[src/inc/pfd_cfg.svh]
// register map, reset values, field positions and timing of the fet driver control
// assumes a 40 MHz pclk and a 32-bit apb bus with byte addresses
`ifndef PFD_CFG_SVH
`define PFD_CFG_SVH

// apb byte offsets
`define PFD_OFF_CTRL 8'h00
`define PFD_OFF_CFG 8'h04
`define PFD_OFF_FEN 8'h08
`define PFD_OFF_BDT 8'h0c
`define PFD_OFF_PWM 8'h10
`define PFD_OFF_STAT 8'h14
`define PFD_OFF_CUR 8'h18
`define PFD_OFF_FLT1 8'h1c
`define PFD_OFF_FLT2 8'h20
`define PFD_OFF_ACC 8'h24

// control register bits
`define PFD_CTRL_LOADED 0
`define PFD_CTRL_BLK_DSG 1
`define PFD_CTRL_BLK_CHG 2
`define PFD_CTRL_FRC_DSG 3
`define PFD_CTRL_FRC_CHG 4
`define PFD_CTRL_PWM_DSG 5
`define PFD_CTRL_PWM_CHG 6

// configuration register bits
`define PFD_CFG_FRC_OK 0
`define PFD_CFG_SERIES 1
`define PFD_CFG_BD_EN 2

// reset values
`define PFD_CTRL_RST 7'h00
`define PFD_CFG_RST 3'h2
`define PFD_FEN_RST 11'h7ff
`define PFD_BDT_RST 16'h0040
`define PFD_PWM_RST 24'h8080ff

// pwm register fields
`define PFD_PWM_PER 7:0
`define PFD_PWM_DDSG 15:8
`define PFD_PWM_DCHG 23:16

// active pull-low time of the charge gate
`define PFD_CLK_NS 25
`define PFD_CHG_PULL_NS 100000
`define PFD_CHG_PULL_CYC ((`PFD_CHG_PULL_NS + `PFD_CLK_NS - 1) / `PFD_CLK_NS)

// filter shifts
`define PFD_F1_SH 1
`define PFD_F2_SH 4

`endif

[src/inc/pfd_pkg.sv]
// types shared by the fet driver control and its pwm generator
// assumes pfd_cfg.svh supplies every number used in logic
package pfd_pkg;

    // fault flags, same layout as the autonomous-control mask
    typedef struct packed {
        logic diag;
        logic short_circuit_discharge_fault;
        logic charge_overcurrent_fault;
        logic discharge_overcurrent_tier_two;
        logic discharge_overcurrent_tier_one;
        logic charge_undertemp_fault;
        logic charge_overtemp_fault;
        logic discharge_undertemp_fault;
        logic discharge_overtemp_fault;
        logic ov;
        logic uv;
    } pfd_fault_s;

    // charge gate driver states
    typedef enum logic [1:0] {
        CHG_HOLD = 2'b00,
        CHG_ON = 2'b01,
        CHG_PULL = 2'b10,
        CHG_FLOAT = 2'b11
    } pfd_chg_e;

    // pwm generator state
    typedef struct packed {
        logic [7:0] cnt;
    } pfd_pwm_s;

    // whole state of the control block
    typedef struct packed {
        logic [6:0] ctrl;
        logic [2:0] cfg;
        logic [10:0] fen;
        logic [15:0] bdt;
        logic [23:0] pwm;
        logic [11:0] sync1;
        logic [11:0] sync2;
        logic dsg_q;
        pfd_chg_e chg_st;
        logic [11:0] pull_cnt;
        logic signed [15:0] cur;
        logic signed [15:0] flt1;
        logic signed [15:0] flt2;
        logic signed [31:0] acc;
    } pfd_state_s;

endpackage

[src/rtl/pfd_fet_ctrl.sv]
// charge and discharge protection fet driver control with apb registers
// assumes fault flags and charger detect arrive asynchronously,
// coulomb counter samples arrive on pclk with a one-cycle valid strobe
//
// Operation
// - discharge gate high unless blocked, faulted, or diode-protecting
// - charge gate high unless blocked, faulted, or diode-protecting
// - force-on commands act only when configuration allows
// - mask selects faults autonomously controlling each gate
// - discharge gate low disables ocd and short protections
// - charge gate off leaves overcurrent protection alone
// - charge gate pulled low 100us, then released
// - series or parallel; diode protection series, one on
// - charging with discharge fault may turn discharge on
// - discharging with charge fault may turn charge on
// - diode decisions need current magnitude above threshold
// - pwm switching on both gates, discharge driven both ways
// - charge pwm only without a charger attached
// - positive sense differential counts as charging current
// - current values, two filters and charge integral readable
`timescale 1ns/1ps
`include "pfd_cfg.svh"

module pfd_fet_ctrl (
    // clock and reset
    input wire logic pclk,
    input wire logic presetn,
    // apb slave
    input wire logic psel,
    input wire logic penable,
    input wire logic pwrite,
    input wire logic [7:0] paddr,
    input wire logic [31:0] pwdata,
    output logic [31:0] prdata,
    output logic pready,
    output logic pslverr,
    // protection flags, asynchronous
    input wire pfd_pkg::pfd_fault_s fault_in,
    input wire logic charger_present,
    // coulomb counter sample, pclk domain
    input wire logic signed [15:0] cc_sample,
    input wire logic cc_valid,
    // gate drivers
    output logic discharge_gate_drive,
    output logic charge_gate_drive,
    output logic charge_gate_oe_n,
    // discharge overcurrent and short-circuit protection enable
    output logic dsg_ocd_enable
);

    pfd_pkg::pfd_state_s s_reg; // all state
    pfd_pkg::pfd_state_s s_next; // its next value

    ////////////////////////////////////////////////////////////////////////
    // decoded controls

    logic loaded; // configuration has been loaded
    logic frc_ok; // forcing permitted
    logic series; // series fet arrangement
    logic bd_en; // body-diode protection enabled
    logic wr; // apb write in access phase
    logic rd_hit; // address decodes to a register

    assign loaded = s_reg.ctrl[`PFD_CTRL_LOADED];
    assign frc_ok = s_reg.cfg[`PFD_CFG_FRC_OK];
    assign series = s_reg.cfg[`PFD_CFG_SERIES];
    assign bd_en = s_reg.cfg[`PFD_CFG_BD_EN];
    assign wr = psel & penable & pwrite;

    ////////////////////////////////////////////////////////////////////////
    // fault qualification

    pfd_pkg::pfd_fault_s flt; // synchronised faults
    pfd_pkg::pfd_fault_s act; // faults under autonomous control
    logic chg_att; // synchronised charger detect
    logic dsg_flt; // any discharge-inhibit fault
    logic chg_flt; // any charge-inhibit fault

    assign flt = pfd_pkg::pfd_fault_s'(s_reg.sync2[10:0]);
    assign chg_att = s_reg.sync2[11];
    // mask picks which faults may act on the gates
    assign act = flt & pfd_pkg::pfd_fault_s'(s_reg.fen);

    // discharge side faults
    assign dsg_flt = act.uv | act.discharge_overtemp_fault | act.discharge_undertemp_fault | act.discharge_overcurrent_tier_one
        | act.discharge_overcurrent_tier_two | act.short_circuit_discharge_fault | act.diag;
    // charge side faults
    assign chg_flt = act.ov | act.charge_overtemp_fault | act.charge_undertemp_fault | act.charge_overcurrent_fault
        | act.short_circuit_discharge_fault | act.diag;

    ////////////////////////////////////////////////////////////////////////
    // body-diode protection

    logic [16:0] cur_abs; // current magnitude, one bit wider for -32768
    logic over_thr; // magnitude above threshold
    logic charging; // positive sample means charging
    logic dischg; // negative sample means discharging
    logic bd_gate; // decisions allowed at all
    logic dsg_base; // discharge wanted by block and faults
    logic chg_base; // charge wanted by block and faults
    logic bd_dsg; // diode protection turns discharge on
    logic bd_chg; // diode protection turns charge on

    // sign follows the sense pins: positive is charge current
    assign charging = (s_reg.cur > 16'sh0000);
    assign dischg = s_reg.cur[15];
    assign cur_abs = dischg ? (17'h00000 - {s_reg.cur[15], s_reg.cur})
        : {1'b0, s_reg.cur};
    assign over_thr = (cur_abs > {1'b0, s_reg.bdt});
    // only series fets make a body diode to protect
    assign bd_gate = loaded & series & bd_en & over_thr;

    assign dsg_base = ~s_reg.ctrl[`PFD_CTRL_BLK_DSG] & ~dsg_flt;
    assign chg_base = ~s_reg.ctrl[`PFD_CTRL_BLK_CHG] & ~chg_flt;

    // only while exactly one driver would be on
    assign bd_dsg = bd_gate & charging & dsg_flt
        & chg_base & ~dsg_base;
    assign bd_chg = bd_gate & dischg & chg_flt
        & dsg_base & ~chg_base;

    ////////////////////////////////////////////////////////////////////////
    // gate requests

    logic frc_dsg; // effective discharge force
    logic frc_chg; // effective charge force
    logic dsg_want; // discharge requested
    logic chg_want; // charge requested
    logic dsg_pwm_run; // discharge switching active
    logic chg_pwm_run; // charge switching active
    logic dsg_ph; // discharge pwm phase
    logic chg_ph; // charge pwm phase
    logic dsg_on; // discharge gate next level
    logic chg_on; // charge gate next level

    // force ignored unless configuration permits, and before load
    assign frc_dsg = loaded & frc_ok & s_reg.ctrl[`PFD_CTRL_FRC_DSG];
    assign frc_chg = loaded & frc_ok & s_reg.ctrl[`PFD_CTRL_FRC_CHG];

    assign dsg_want = loaded & (dsg_base | frc_dsg | bd_dsg);
    assign chg_want = loaded & (chg_base | frc_chg | bd_chg);

    // switching limits average current on both gates
    assign dsg_pwm_run = loaded & s_reg.ctrl[`PFD_CTRL_PWM_DSG];
    // with a charger attached the gate follows its request without switching
    assign chg_pwm_run = loaded & s_reg.ctrl[`PFD_CTRL_PWM_CHG]
        & ~chg_att;

    // discharge pwm phase
    pfd_pwm #(
        .W(8)
    ) u_pwm_dsg (
        .pclk(pclk),
        .presetn(presetn),
        .run(dsg_pwm_run),
        .period(s_reg.pwm[`PFD_PWM_PER]),
        .duty(s_reg.pwm[`PFD_PWM_DDSG]),
        .phase(dsg_ph)
    );

    // charge pwm phase
    pfd_pwm #(
        .W(8)
    ) u_pwm_chg (
        .pclk(pclk),
        .presetn(presetn),
        .run(chg_pwm_run),
        .period(s_reg.pwm[`PFD_PWM_PER]),
        .duty(s_reg.pwm[`PFD_PWM_DCHG]),
        .phase(chg_ph)
    );

    assign dsg_on = dsg_want & (~dsg_pwm_run | dsg_ph);
    assign chg_on = chg_want & (~chg_pwm_run | chg_ph);

    ////////////////////////////////////////////////////////////////////////
    // next-state logic
    always_comb begin
        s_next = s_reg;
        // register writes, taken in the access phase
        if (wr) begin
            if (paddr == `PFD_OFF_CTRL) begin
                s_next.ctrl = pwdata[6:0];
            end else if (paddr == `PFD_OFF_CFG) begin
                s_next.cfg = pwdata[2:0];
            end else if (paddr == `PFD_OFF_FEN) begin
                s_next.fen = pwdata[10:0];
            end else if (paddr == `PFD_OFF_BDT) begin
                s_next.bdt = pwdata[15:0];
            end else if (paddr == `PFD_OFF_PWM) begin
                s_next.pwm = pwdata[23:0];
            end
        end
        // two-flop synchroniser for flags and charger detect
        s_next.sync1 = {charger_present, fault_in};
        s_next.sync2 = s_reg.sync1;
        // current sample, two filters and charge integral
        if (cc_valid) begin
            s_next.cur = cc_sample;
            s_next.flt1 = s_reg.flt1
                + ((cc_sample - s_reg.flt1) >>> `PFD_F1_SH);
            s_next.flt2 = s_reg.flt2
                + ((cc_sample - s_reg.flt2) >>> `PFD_F2_SH);
            s_next.acc = s_reg.acc + 32'(cc_sample);
        end
        // discharge driver drives both levels every cycle
        s_next.dsg_q = dsg_on;
        // charge driver: on, timed pull-low, then release
        if (!loaded) begin
            s_next.chg_st = pfd_pkg::CHG_HOLD;
            s_next.pull_cnt = '0;
        end else begin
            case (s_reg.chg_st)
                pfd_pkg::CHG_ON: begin
                    if (!chg_on) begin
                        s_next.chg_st = pfd_pkg::CHG_PULL;
                        s_next.pull_cnt = 12'(`PFD_CHG_PULL_CYC);
                    end
                end
                pfd_pkg::CHG_PULL: begin
                    if (chg_on) begin
                        s_next.chg_st = pfd_pkg::CHG_ON;
                    end else if (s_reg.pull_cnt == 12'h001) begin
                        s_next.chg_st = pfd_pkg::CHG_FLOAT;
                    end else begin
                        s_next.pull_cnt = s_reg.pull_cnt - 12'h001;
                    end
                end
                default: begin
                    // held or floating: leave only when turned on,
                    // or give a held gate its pull time before release
                    if (chg_on) begin
                        s_next.chg_st = pfd_pkg::CHG_ON;
                    end else if (s_reg.chg_st == pfd_pkg::CHG_HOLD) begin
                        s_next.chg_st = pfd_pkg::CHG_PULL;
                        s_next.pull_cnt = 12'(`PFD_CHG_PULL_CYC);
                    end
                end
            endcase
        end
    end

    // state register, constants only under reset
    always_ff @(posedge pclk or negedge presetn) begin
        if (!presetn) begin
            s_reg <= '0;
            s_reg.ctrl <= `PFD_CTRL_RST;
            s_reg.cfg <= `PFD_CFG_RST;
            s_reg.fen <= `PFD_FEN_RST;
            s_reg.bdt <= `PFD_BDT_RST;
            s_reg.pwm <= `PFD_PWM_RST;
            s_reg.chg_st <= pfd_pkg::CHG_HOLD;
        end else begin
            s_reg <= s_next;
        end
    end

    ////////////////////////////////////////////////////////////////////////
    // apb read mux, zero-wait answers
    always_comb begin
        prdata = 32'h0000_0000;
        rd_hit = 1'b1;
        if (paddr == `PFD_OFF_CTRL) begin
            prdata[6:0] = s_reg.ctrl;
        end else if (paddr == `PFD_OFF_CFG) begin
            prdata[2:0] = s_reg.cfg;
        end else if (paddr == `PFD_OFF_FEN) begin
            prdata[10:0] = s_reg.fen;
        end else if (paddr == `PFD_OFF_BDT) begin
            prdata[15:0] = s_reg.bdt;
        end else if (paddr == `PFD_OFF_PWM) begin
            prdata[23:0] = s_reg.pwm;
        end else if (paddr == `PFD_OFF_STAT) begin
            // driver levels, diode actions and live flags
            prdata[0] = s_reg.dsg_q;
            prdata[1] = (s_reg.chg_st == pfd_pkg::CHG_ON);
            prdata[3:2] = s_reg.chg_st;
            prdata[4] = bd_dsg;
            prdata[5] = bd_chg;
            prdata[6] = chg_att;
            prdata[7] = over_thr;
            prdata[18:8] = flt;
        end else if (paddr == `PFD_OFF_CUR) begin
            prdata = 32'(s_reg.cur);
        end else if (paddr == `PFD_OFF_FLT1) begin
            prdata = 32'(s_reg.flt1);
        end else if (paddr == `PFD_OFF_FLT2) begin
            prdata = 32'(s_reg.flt2);
        end else if (paddr == `PFD_OFF_ACC) begin
            prdata = s_reg.acc;
        end else begin
            rd_hit = 1'b0;
        end
    end

    // no wait states; unmapped addresses report an error
    assign pready = 1'b1;
    assign pslverr = psel & penable & ~rd_hit;

    ////////////////////////////////////////////////////////////////////////
    // pin outputs

    assign discharge_gate_drive = s_reg.dsg_q;
    // charge driver is active in every state but released
    assign charge_gate_drive = (s_reg.chg_st == pfd_pkg::CHG_ON);
    assign charge_gate_oe_n = (s_reg.chg_st == pfd_pkg::CHG_FLOAT);
    // protections follow the discharge pin only; charge state never
    // enters here, which keeps the charge side from touching them
    assign dsg_ocd_enable = s_reg.dsg_q;

endmodule

[src/rtl/pfd_pwm.sv]
// free-running pwm phase generator, one per gate driver
// assumes period and duty are stable flops on the same clock
`timescale 1ns/1ps
`include "pfd_cfg.svh"

module pfd_pwm #(
    parameter int W = 8
) (
    // clock and reset
    input wire logic pclk,
    input wire logic presetn,
    // control
    input wire logic run,
    input wire logic [W-1:0] period,
    input wire logic [W-1:0] duty,
    // phase, high while the fet may conduct
    output logic phase
);

    pfd_pkg::pfd_pwm_s s_reg; // counter state
    pfd_pkg::pfd_pwm_s s_next; // its next value

    ////////////////////////////////////////////////////////////////////////
    // counter wraps at period; held at zero while idle so a new run
    // starts with an on phase whenever duty is nonzero
    always_comb begin
        s_next = s_reg;
        if (!run) begin
            s_next.cnt = '0;
        end else if (s_reg.cnt >= period) begin
            s_next.cnt = '0;
        end else begin
            s_next.cnt = s_reg.cnt + 8'h01;
        end
    end

    // state register
    always_ff @(posedge pclk or negedge presetn) begin
        if (!presetn) begin
            s_reg <= '0;
        end else begin
            s_reg <= s_next;
        end
    end

    // duty of zero keeps the fet off, duty above period keeps it on
    assign phase = (s_reg.cnt < duty);

endmodule

[config.mk]
export PLATFORM = sky130hd
export DESIGN_NAME = pfd_fet_ctrl
export DESIGN_NICKNAME = d
export VERILOG_FILES = /design/src/inc/pfd_pkg.sv /design/src/rtl/pfd_fet_ctrl.sv /design/src/rtl/pfd_pwm.sv
export VERILOG_INCLUDE_DIRS = /design/src /design/src/inc
export SDC_FILE = /design/constraint.sdc
export NUM_CORES = 1
export LEC_CHECK = 0
export CAP_MARGIN = 20
export CORE_MARGIN = 2
export CORE_UTILIZATION = 50
export DETAILED_ROUTE_END_ITERATION = 16
export DONT_BUFFER_PORTS = 1
export GPL_TIMING_DRIVEN = 0
export PLACE_DENSITY = 0.78
export SYNTH_ARGS = -nofsm -noshare
export SYNTH_HDL_FRONTEND = slang
export SYNTH_SLANG_ARGS = --single-unit
[constraint.sdc]
create_clock -name pclk -period 4 [get_ports pclk]
set_input_delay 0.4 -clock pclk [delete_from_list [all_inputs] [get_ports pclk]]
set_output_delay 0.4 -clock pclk [all_outputs]
set_load 0.05 [all_outputs]
Word level (Yosys, flattened, before mapping)
Index checks and enable logic that the tools add are counted. W data, S select, Z words.

Add/subtract/negate cells: 9. Order comparisons: 6. Equality and inequality tests: 19. Mux-type cells: 56. Bitwise logic cells: 58. Reduce and logical (&&, ||, !) cells: 9.

Operators by type and width (count): $mux W32 (10); $mux W24 (5); $mux W13 (6); $mux W14 (3); $mux W8 (5); $mux W12 (3); $add A32 B16 Y32 (1); $eq A8 B5 Y1 const B (4); $mux W16 (2); $sub A16 B16 Y16 (2); $mux W29 (1); $pmux W14 S2 (1); $and A1 B1 Y1 (26); $mux W25 (1); $mux W21 (1); $mux W19 (1); $gt A17 B16 Y1 (1); $mux W17 (1); $or A1 B1 Y1 (17); $sub A1 B16 Y17 const A (1); $add A16 B12 Y16 (1); $add A16 B15 Y16 (1); $add A8 B1 Y8 const B (2); $eq A8 B4 Y1 const B (2); other kinds (28) (59).

Register bits after elaboration: 196. Bits of input ports: 74. Output and inout bits: 38.

Longest topological paths before layout
Gate-level depths: netlist of the first run.

Word-level depth: 26. Mapped depth: 21. Depth with buffers taken out: 21.

Modules after synthesis
From an unflattened synthesis of the first run, not the netlist that was laid out.

Cells, all modules: 1582. Area total of the unflattened synthesis: 14700.3 um^2.

Modules (own cells, without submodules): pfd_fet_ctrl (times used 1, cells an instance 1426, area an instance 13228.9 um^2, sequential area each 4533.1 um^2); pfd_pwm (times used 2, cells an instance 78, area an instance 735.7 um^2, sequential area each 200.2 um^2).

Worst setup path before layout of the first run
OpenSTA, ideal clock, no wires.

Kind: register to output. Start: register s_reg[65] (netlist bit). End: output prdata[4]. Arrival time: 4.141 ns. Data required time: 3.600 ns. Setup slack: -0.541 ns. Stages on the path, launching flop included: 14. Path buffers: 0. Path through: dfrtp_1 or2_1 or4b_1 or3_4 o31ai_1 xnor2_1 ha_1 nand2_1 or4_1 a221oi_1 o21bai_1 nor3_1 a21oi_1 o221ai_1.

Cells in the longest elaborated chain, start to end: 18.

RTL lines: start, declared (RTL line pfd_fet_ctrl.sv:51) `pfd_pkg::pfd_state_s s_reg;`; start signal, assigned (RTL line pfd_fet_ctrl.sv:254) `s_reg <= s_next;`; $sub A1 B16 Y17 (RTL line pfd_fet_ctrl.sv:107) `assign cur_abs = dischg ? (17'h00000 - {s_reg.cur[15], s_reg.cur})`; $mux W17 (RTL line pfd_fet_ctrl.sv:107); $gt A17 B16 Y1 (RTL line pfd_fet_ctrl.sv:109) `assign over_thr = (cur_abs > {1'b0, s_reg.bdt});`; $and A1 B1 Y1 (RTL line pfd_fet_ctrl.sv:111) `assign bd_gate = loaded & series & bd_en & over_thr;`; $and A1 B1 Y1 (*) (2 in series) (RTL line pfd_fet_ctrl.sv:117) `assign bd_dsg = bd_gate & charging & dsg_flt`; $and A1 B1 Y1 (*) (2 in series) (RTL line pfd_fet_ctrl.sv:118) `& chg_base & ~dsg_base;`; $mux W19 (*) (RTL line pfd_fet_ctrl.sv:273) `` end else if (paddr == `PFD_OFF_STAT) begin ``; $mux W24 (*) (RTL line pfd_fet_ctrl.sv:271) `` end else if (paddr == `PFD_OFF_PWM) begin ``; $mux W24 (*) (RTL line pfd_fet_ctrl.sv:269) `` end else if (paddr == `PFD_OFF_BDT) begin ``; $mux W24 (*) (RTL line pfd_fet_ctrl.sv:267) `` end else if (paddr == `PFD_OFF_FEN) begin ``; $mux W24 (*) (RTL line pfd_fet_ctrl.sv:265) `` end else if (paddr == `PFD_OFF_CFG) begin ``; $mux W24 (*) (RTL line pfd_fet_ctrl.sv:263) `` if (paddr == `PFD_OFF_CTRL) begin ``; $mux W16 (*) (RTL line pfd_fet_ctrl.sv:269); $mux W11 (*) (RTL line pfd_fet_ctrl.sv:267); $mux W29 (*) (RTL line pfd_fet_ctrl.sv:265); $mux W7 (*) (RTL line pfd_fet_ctrl.sv:263); end, declared (RTL line pfd_fet_ctrl.sv:34) `output logic [31:0] prdata,`.

Every way passes the cells marked *; elsewhere a longest branch is shown, timed or not. The select of a mux whose other input is x is not followed.

Final worst setup path of the first run
Same ends and word-level chain as after synthesis.

==> results.tsv, run 1 <==
metric	value	unit
synthTopCellsByArea	dfrtp_1 (29%), ha_1 (12%), mux2_1 (4.1%), dfstp_2 (4.1%), a21oi_1 (3.9%)	
design.die.area	0.0312	mm^2
yosysWarnings	0	
fin_worst_skew	14.1	ps
cts.sinks	196	
synth_edf_count	0	
cp.required	3600	ps
first_iter_violations	1130	
stdcell_count	2097	
clock-root-buffer	clkbuf_16	
status	complete, but fails checks	
clk_pin_slew	70	ps
start_util	50.6	%
fp.dieW	177	um
dp_hpwl	33400	um
hold_class	in -> async	
arrival	4400	ps
hold_buffers	12	
rsz0062_at_grt	yes	
cpPeakStageDelay	560	ps
finalPower	12.6	mW
placed_cells	2010	
synth_top_area_share	29.0	%
io_pins	112	
power.density	741	mW/mm^2
syn_inst	1617	
ys_ff_latch	196	
drive_gt1_share	17.4	%
area_delta_synth_final	14.3	%
yosysMostFrequentCell	dfrtp_1	
synth_area	0.0149	mm^2
track_usage	28.9	%
grt_pass1_wl	69400	um
tritoncts	done	
period_share	120	%
postSynthAreaPerCell	9.22	um^2
synth.mux.area_fraction	8.77	%
synth_common_cells	dfrtp_1 (173), ha_1 (145), nand2_1 (121)	
wl_per_cell	21.8	um
synth-xor-area-share	5.64	%
worst_pin_slew	1060	ps
fin_setup_tns	-7920	ps
yosysTopAreaCell	dfrtp_1	
gp_congestion	0.958	
io_buffers	0	
peakVddDrop	0.465	mV
finalHoldViolCount	178	
final_nets	1917	
ys_seq_area_share	33.1	%
failed_checks	negative hold slack, negative setup slack	
synthAdderAreaFrac	12.7	%
rows	63	
clk_latency	460	ps
via_per_inst	6.38	
largest_reg_flops	151	
synth_top_family_by_area	compound AO/OA/AOI/OAI gates	
crit_path_end_kind	primary output	
fmax	208	MHz
synth_compound_area_share	20.9	%
async_flop_share	100	%
grt.overflow.total	0	
setup_ws	-803	ps
num_vias	13400	
htree_levels	4	
critPathLaunchType	flop	
dr.pass1.iters	6	
slew_headroom	29.1	%
grt_pass1_vias	12700	
postRouteAntennaNets	0	
post-place-ws	-514	ps
setup_violations	17	
worst-setup-path-type	reg -> out	
cp_slowest_cell	or4b_4	
slew_violations	0	
critPathMaxFanout	4	
holdWs	-360	ps
antennaDiodeCount	0	
clk_path_buf_depth	2	
fill_cells	2495	
p_leak	7.48	nW
synth_nets	1840	
crit_chain	or2_1 -> or4b_4 -> or3_4 -> o31ai_4 -> xnor2_1 -> ha_1 -> nand2_1 -> or4_4 -> a221oi_4 -> o21bai_4 -> nor3_4 -> a21oi_2 -> o221ai_4	
yosysUniqueCellTypes	94	
fin_crit	4800	ps
wirelength	45800	um
coreArea	0.0295	mm^2
ys.flop_type	dfrtp_1	
synth-simple-area-share	14.2	%
max_cap_violations	0	
remaining_drc_errors	0	
antenna_found_initial	0	
die_y	177	um
grt_max_degree	197	
cts_buffers	17	
## power breakdown
| part | internal [mW] | switching [mW] |
|---|---|---|
| sequential | 2.40 | 0.376 |
| clock | 0.990 | 0.807 |
| combinational | 3.71 | 4.32 |
## what timing repair did
item / in CTS / in global routing
endpoints found under the hold margin: 208 / 196
endpoints found under the setup margin: 34 / 42
buffers inserted: 21 / 24
resized for setup: 59 / 52
pin swaps: 25 / 37
## logic make-up (layout without fill, tap and decap cells)
logic type / count (synthesis) / after routing
AOI/OAI and AO/OA: 476 / 476
DFF: 196 / 196
muxes: 118 / 118
and+or+nand+nor: 411 / 411
other: 1 / 1
xor gates and xnor gates: 96 / 96
buffers and inverters: 170 / 260
adders and majority gates: 149 / 149
## final cells by class
type	count	area, um^2	area share, %
Tap cell	390	488	2.86
Buffer	56	269	1.58
Inverter	113	424	2.49
Multi-Input combinational cell	1251	9840	57.7
Timing Repair Buffer	59	488	2.86
Sequential cell	196	4940	29.0
Clock inverter	11	153	0.896
Clock buffer	21	440	2.59
## layout by cell type, fill, tap and decap left out, types with 27 or more instances in the layout
cell      count
a21o_1       48
a21oi_1      95
buf_4        46
clkbuf_1     34
dfrtp_1     170
ha_1        139
inv_1       105
mux2_1       51
mux2_2       47
nand2_1     120
nand3_1      36
nor2_1       90
nor3_1       27
o21ai_0      82
xnor2_1      62
xor2_1       33
## worst paths after layout
kind                        startpoint         end  slack, ps  depth (start not counted)
hold reg to reg            s_next[101]      flt[6]        350                          0
min in group pclk           pwdata[22]  s_reg[141]         70                          1
hold / removal                 presetn   s_reg[50]       -360                          0
setup / recovery             s_reg[65]   prdata[4]       -800                         13
setup reg to reg             s_reg[65]   s_reg[86]       -490                         17
max in group asynchronous      presetn  s_reg[159]       3950                          0
## critical path, delay by kind of cell (launching register included)
kind / cells / cell delay, ps
xor+xnor: 1 / 90
flops: 1 / 420
simple gates: 6 / 1970
compound gates: 5 / 1160
fa+ha+maj: 1 / 290
## through the flow
step,instance area [um^2],hold slack [ps],utilization [%]
2_1_floorplan,15000,104,-
3_3_place_gp,15500,122,52.5
3_5_place_dp,15500,122,52.6
4_1_cts,16600,-358,56.4
5_1_grt,17000,-372,57.8
6_report,17000,-360,57.8
## layer usage
layer	vias to the layer above	global-route usage (%)	part of all wire, %	wire length (um)
met4	0	13.8	4.7	2150
met3	139	5.41	8.4	3840
met5	-	0	0	0
met1	6499	38.7	41	18900
li1	6073	-	-	-
met2	659	45.1	46	20900
No activity file was read; power rests on OpenSTA's default activity.
==> run 2: changes to the inputs <==
--- a/config.mk
+++ b/config.mk
@@ -15,4 +15,5 @@
 export PLACE_DENSITY = 0.78
 export SYNTH_ARGS = -nofsm -noshare
 export SYNTH_HDL_FRONTEND = slang
+export SYNTH_HIERARCHICAL = 1
 export SYNTH_SLANG_ARGS = --single-unit
==> results.tsv, run 2 <==
metric	value	unit	change
worst_pin_slew	1180	ps	+125 ps
dr.pass1.iters	6		unchanged
mostFrequentLayoutCell	dfrtp_1		
seq_power_share	24.0	%	+2.0 points
fill_cells	2466		-1.2%
peakVddDrop	0.469	mV	+0.66%
postRouteAntennaNets	0		unchanged
syn_inst	1582		-2.2%
io_buffers	0		unchanged
holdWs	-371	ps	-11.3 ps
postSynthAreaPerCell	9.29	um^2	+0.81%
cts.sinks	196		unchanged
synth_common_cells	dfrtp_1 (173), ha_1 (145), o21ai_0 (117)		
largest_reg_flops	151		unchanged
grt.overflow.total	0		unchanged
cts_buffers	17		unchanged
synthTopCellsByArea	dfrtp_1 (29%), ha_1 (12%), mux2_2 (7.4%), dfstp_2 (4.1%), o21ai_0 (4.0%)		
busiest_layer	met2		
stdcell_count	2034		-3.0%
power.internal	6.66	mW	-6.3%
critPathMaxFanout	4		unchanged
dp_hpwl	32600	um	-2.4%
gp_congestion	0.967		+0.94%
synth_area	0.0147	mm^2	-1.4%
synth_edf_count	0		unchanged
mostFrequentLayoutCells	dfrtp_1 (167), ha_1 (143), nand2_1 (109)		
htree_levels	4		unchanged
worst-setup-path-type	reg -> out		
fin_worst_skew	16.8	ps	+2.67 ps
finalPower	11.8	mW	-6.1%
yosysMostFrequentCell	dfrtp_1		
hold_buffers	12		unchanged
ys_ff_latch	196		unchanged
period_share	113	%	-6.7 points
die_y	175	um	-0.68%
p_sw_share	43.8	%	+0.14 points
setup_violations	4		-13
power.density	722	mW/mm^2	-2.5%
async_flop_share	100	%	unchanged
r2r_start	s_reg[70]		
drive_gt1_share	17.4	%	about the same
synth_nets	1805		-1.9%
via_per_inst	6.18		-3.1%
rsz0062_at_grt	yes		
ys_seq_area_share	33.6	%	+0.46 points
clk_pin_slew	90	ps	+20 ps
p_leak	7.26	nW	-2.9%
wl_per_cell	21.3	um	-2.4%
grt_pass1_wl	67300	um	-3.0%
slew_violations	0		unchanged
clk_path_buf_depth	2		unchanged
met3_usage	5.11	%	-0.30 points
area_delta_synth_final	11.6	%	
final_nets	1859		-3.0%
worstRegToRegCells	15		-2
wirelength	43400	um	-5.3%
critPathLaunchType	flop		
comb_power_share	60.9	%	-2.8 points
status	complete, but fails checks		
max_cap_violations	0		unchanged
fp.dieW	175	um	-0.68%
crit_path_end_kind	primary output		
slew_headroom	20.8	%	-8.3 points
clock-root-buffer	clkbuf_16		
use_met1	35.5	%	-3.1 points
switchingPower	5.19	mW	-5.8%
placed_cells	1971		-1.9%
num_vias	12600		-6.0%
cp.required	3600	ps	about the same
first_iter_violations	994		-12%
tritoncts	done		
clk_latency	460	ps	about the same
setup_ws	-535	ps	+268 ps
yosysTopAreaCell	dfrtp_1		
hold_class	in -> async		
fin_crit	4530	ps	-268 ps
regToRegSetupSlack	-50	ps	+440 ps
antenna_found_initial	1		+1
track_usage	28.0	%	-0.87 points
grt_pass1_vias	12600		-1.1%
post-place-ws	-530	ps	-16.0 ps
yosysUniqueCellTypes	92		-2.1%
use_met2	46.2	%	+1.1 points
yosysWarnings	6		+6
finalHoldViolCount	190		+6.7%
remaining_drc_errors	0		unchanged
ys.flop_type	dfrtp_1		
grt_max_degree	197		unchanged
pwr-share-clk	15.1	%	+0.9 points
synth_top_area_share	29.4	%	+0.41 points
rr_endpoint	s_reg[92]		
io_pins	112		unchanged
design.die.area	0.0308	mm^2	-1.3%
rows	62		-1.6%
fmax	221	MHz	+5.9%
failed_checks	negative hold slack, negative setup slack		
coreArea	0.0289	mm^2	-2.1%
arrival	4130	ps	-270 ps
start_util	50.9	%	+0.38 points
==> run 2: changes by cell type in the layout (fill, tap and decap cells not counted), moves of 9 or more <==
cell / change
mux2_2: +50
buf_4: -20
a21oi_2: -13
nor2_1: +9
a221oi_1: -9
mux2_1: -51
a21o_1: +11
nand2_1: -11
==> run 2: final cells by class <==
cell class | instances | area, um^2 | area share (%)
Clock buffer | 18 | 439 | 2.68
Sequential cell | 196 | 4940 | 30.1
Timing Repair Buffer | 36 | 315 | 1.92
Buffer | 52 | 233 | 1.42
Multi-Input combinational cell | 1223 | 9420 | 57.4
Clock inverter | 14 | 164 | 0.999
Antenna cell | 1 | 2.50 | 0.0152
Inverter | 110 | 413 | 2.52
Tap cell | 384 | 480 | 2.93
==> run 2: repair_timing <==
action	4_1_cts	5_1_grt
endpoints found under the hold margin	208	196
cloned	0	1
gates resized for setup	21	74
buffers inserted	8	10
endpoints found under the setup margin	20	24
pin swaps	7	32
==> run 2: critical path, cell delays in order, from the launching register on <==
cell and delay, ps:
dfrtp_2 420, or4_4 550, or3_4 370, o41ai_4 370
xnor2_1 190, ha_1 270, a21o_1 160, a211o_1 270
buf_4 140, o21ai_2 290, nor3_2 90, nand4_1 140
a21oi_1 80, o22a_2 330
==> run 2: worst max path at each step <==
stage / startpoint / slack (ps) / cells after the start / endpoint
after floorplan: cc_sample[0] / 70 / 19 / s_reg[63]
after global placement: s_reg[66] / -470 / 13 / prdata[5]
after detailed placement: s_reg[66] / -530 / 13 / prdata[5]
after CTS: s_reg[72] / -360 / 14 / prdata[4]
after global routing: s_reg[70] / -670 / 14 / prdata[5]
final: s_reg[70] / -530 / 13 / prdata[4]
==> run 2: metal layers <==
layer | vias up | routed length [um]
li1 | 5881 | -
met5 | - | 0
met4 | 0 | 2000
met2 | 481 | 20200
met3 | 119 | 3120
met1 | 6091 | 18000
==> run 2: cells by family (layout without fill, tap and decap cells) <==
logic type                 Yosys count  after routing  share of synthesized area (%)
muxes                              124            124                           9.56
DFF                                196            196                           33.6
and+or+nand+nor                    402            402                           13.7
xor gates and xnor gates            88             88                           5.29
buffers and inverters              163            230                           4.36
other                                1              2                         0.0255
adders and majority gates          149            149                           12.9
AOI/OAI and AO/OA                  459            459                           20.7
==> run 2: stage by stage <==
step / setup TNS, ps / instance area (um^2) / utilization (%)
3_5_place_dp: -3760 / 15200 / 52.8
4_1_cts: -997 / 16100 / 55.8
2_1_floorplan: 0 / 14700 / -
6_report: -1570 / 16400 / 56.9
5_1_grt: -2710 / 16400 / 56.9
3_3_place_gp: -2980 / 15200 / 52.6
==> run 2: power by group through the flow <==
stage	Clock [mW]	Sequential, mW	Combinational (mW)
after floorplan	0	2.68	5.54
after global placement	0	2.84	6.38
after detailed placement	0	2.87	6.63
after CTS	1.81	2.82	6.82
after global routing	1.88	2.87	8.02
final	1.79	2.84	7.21
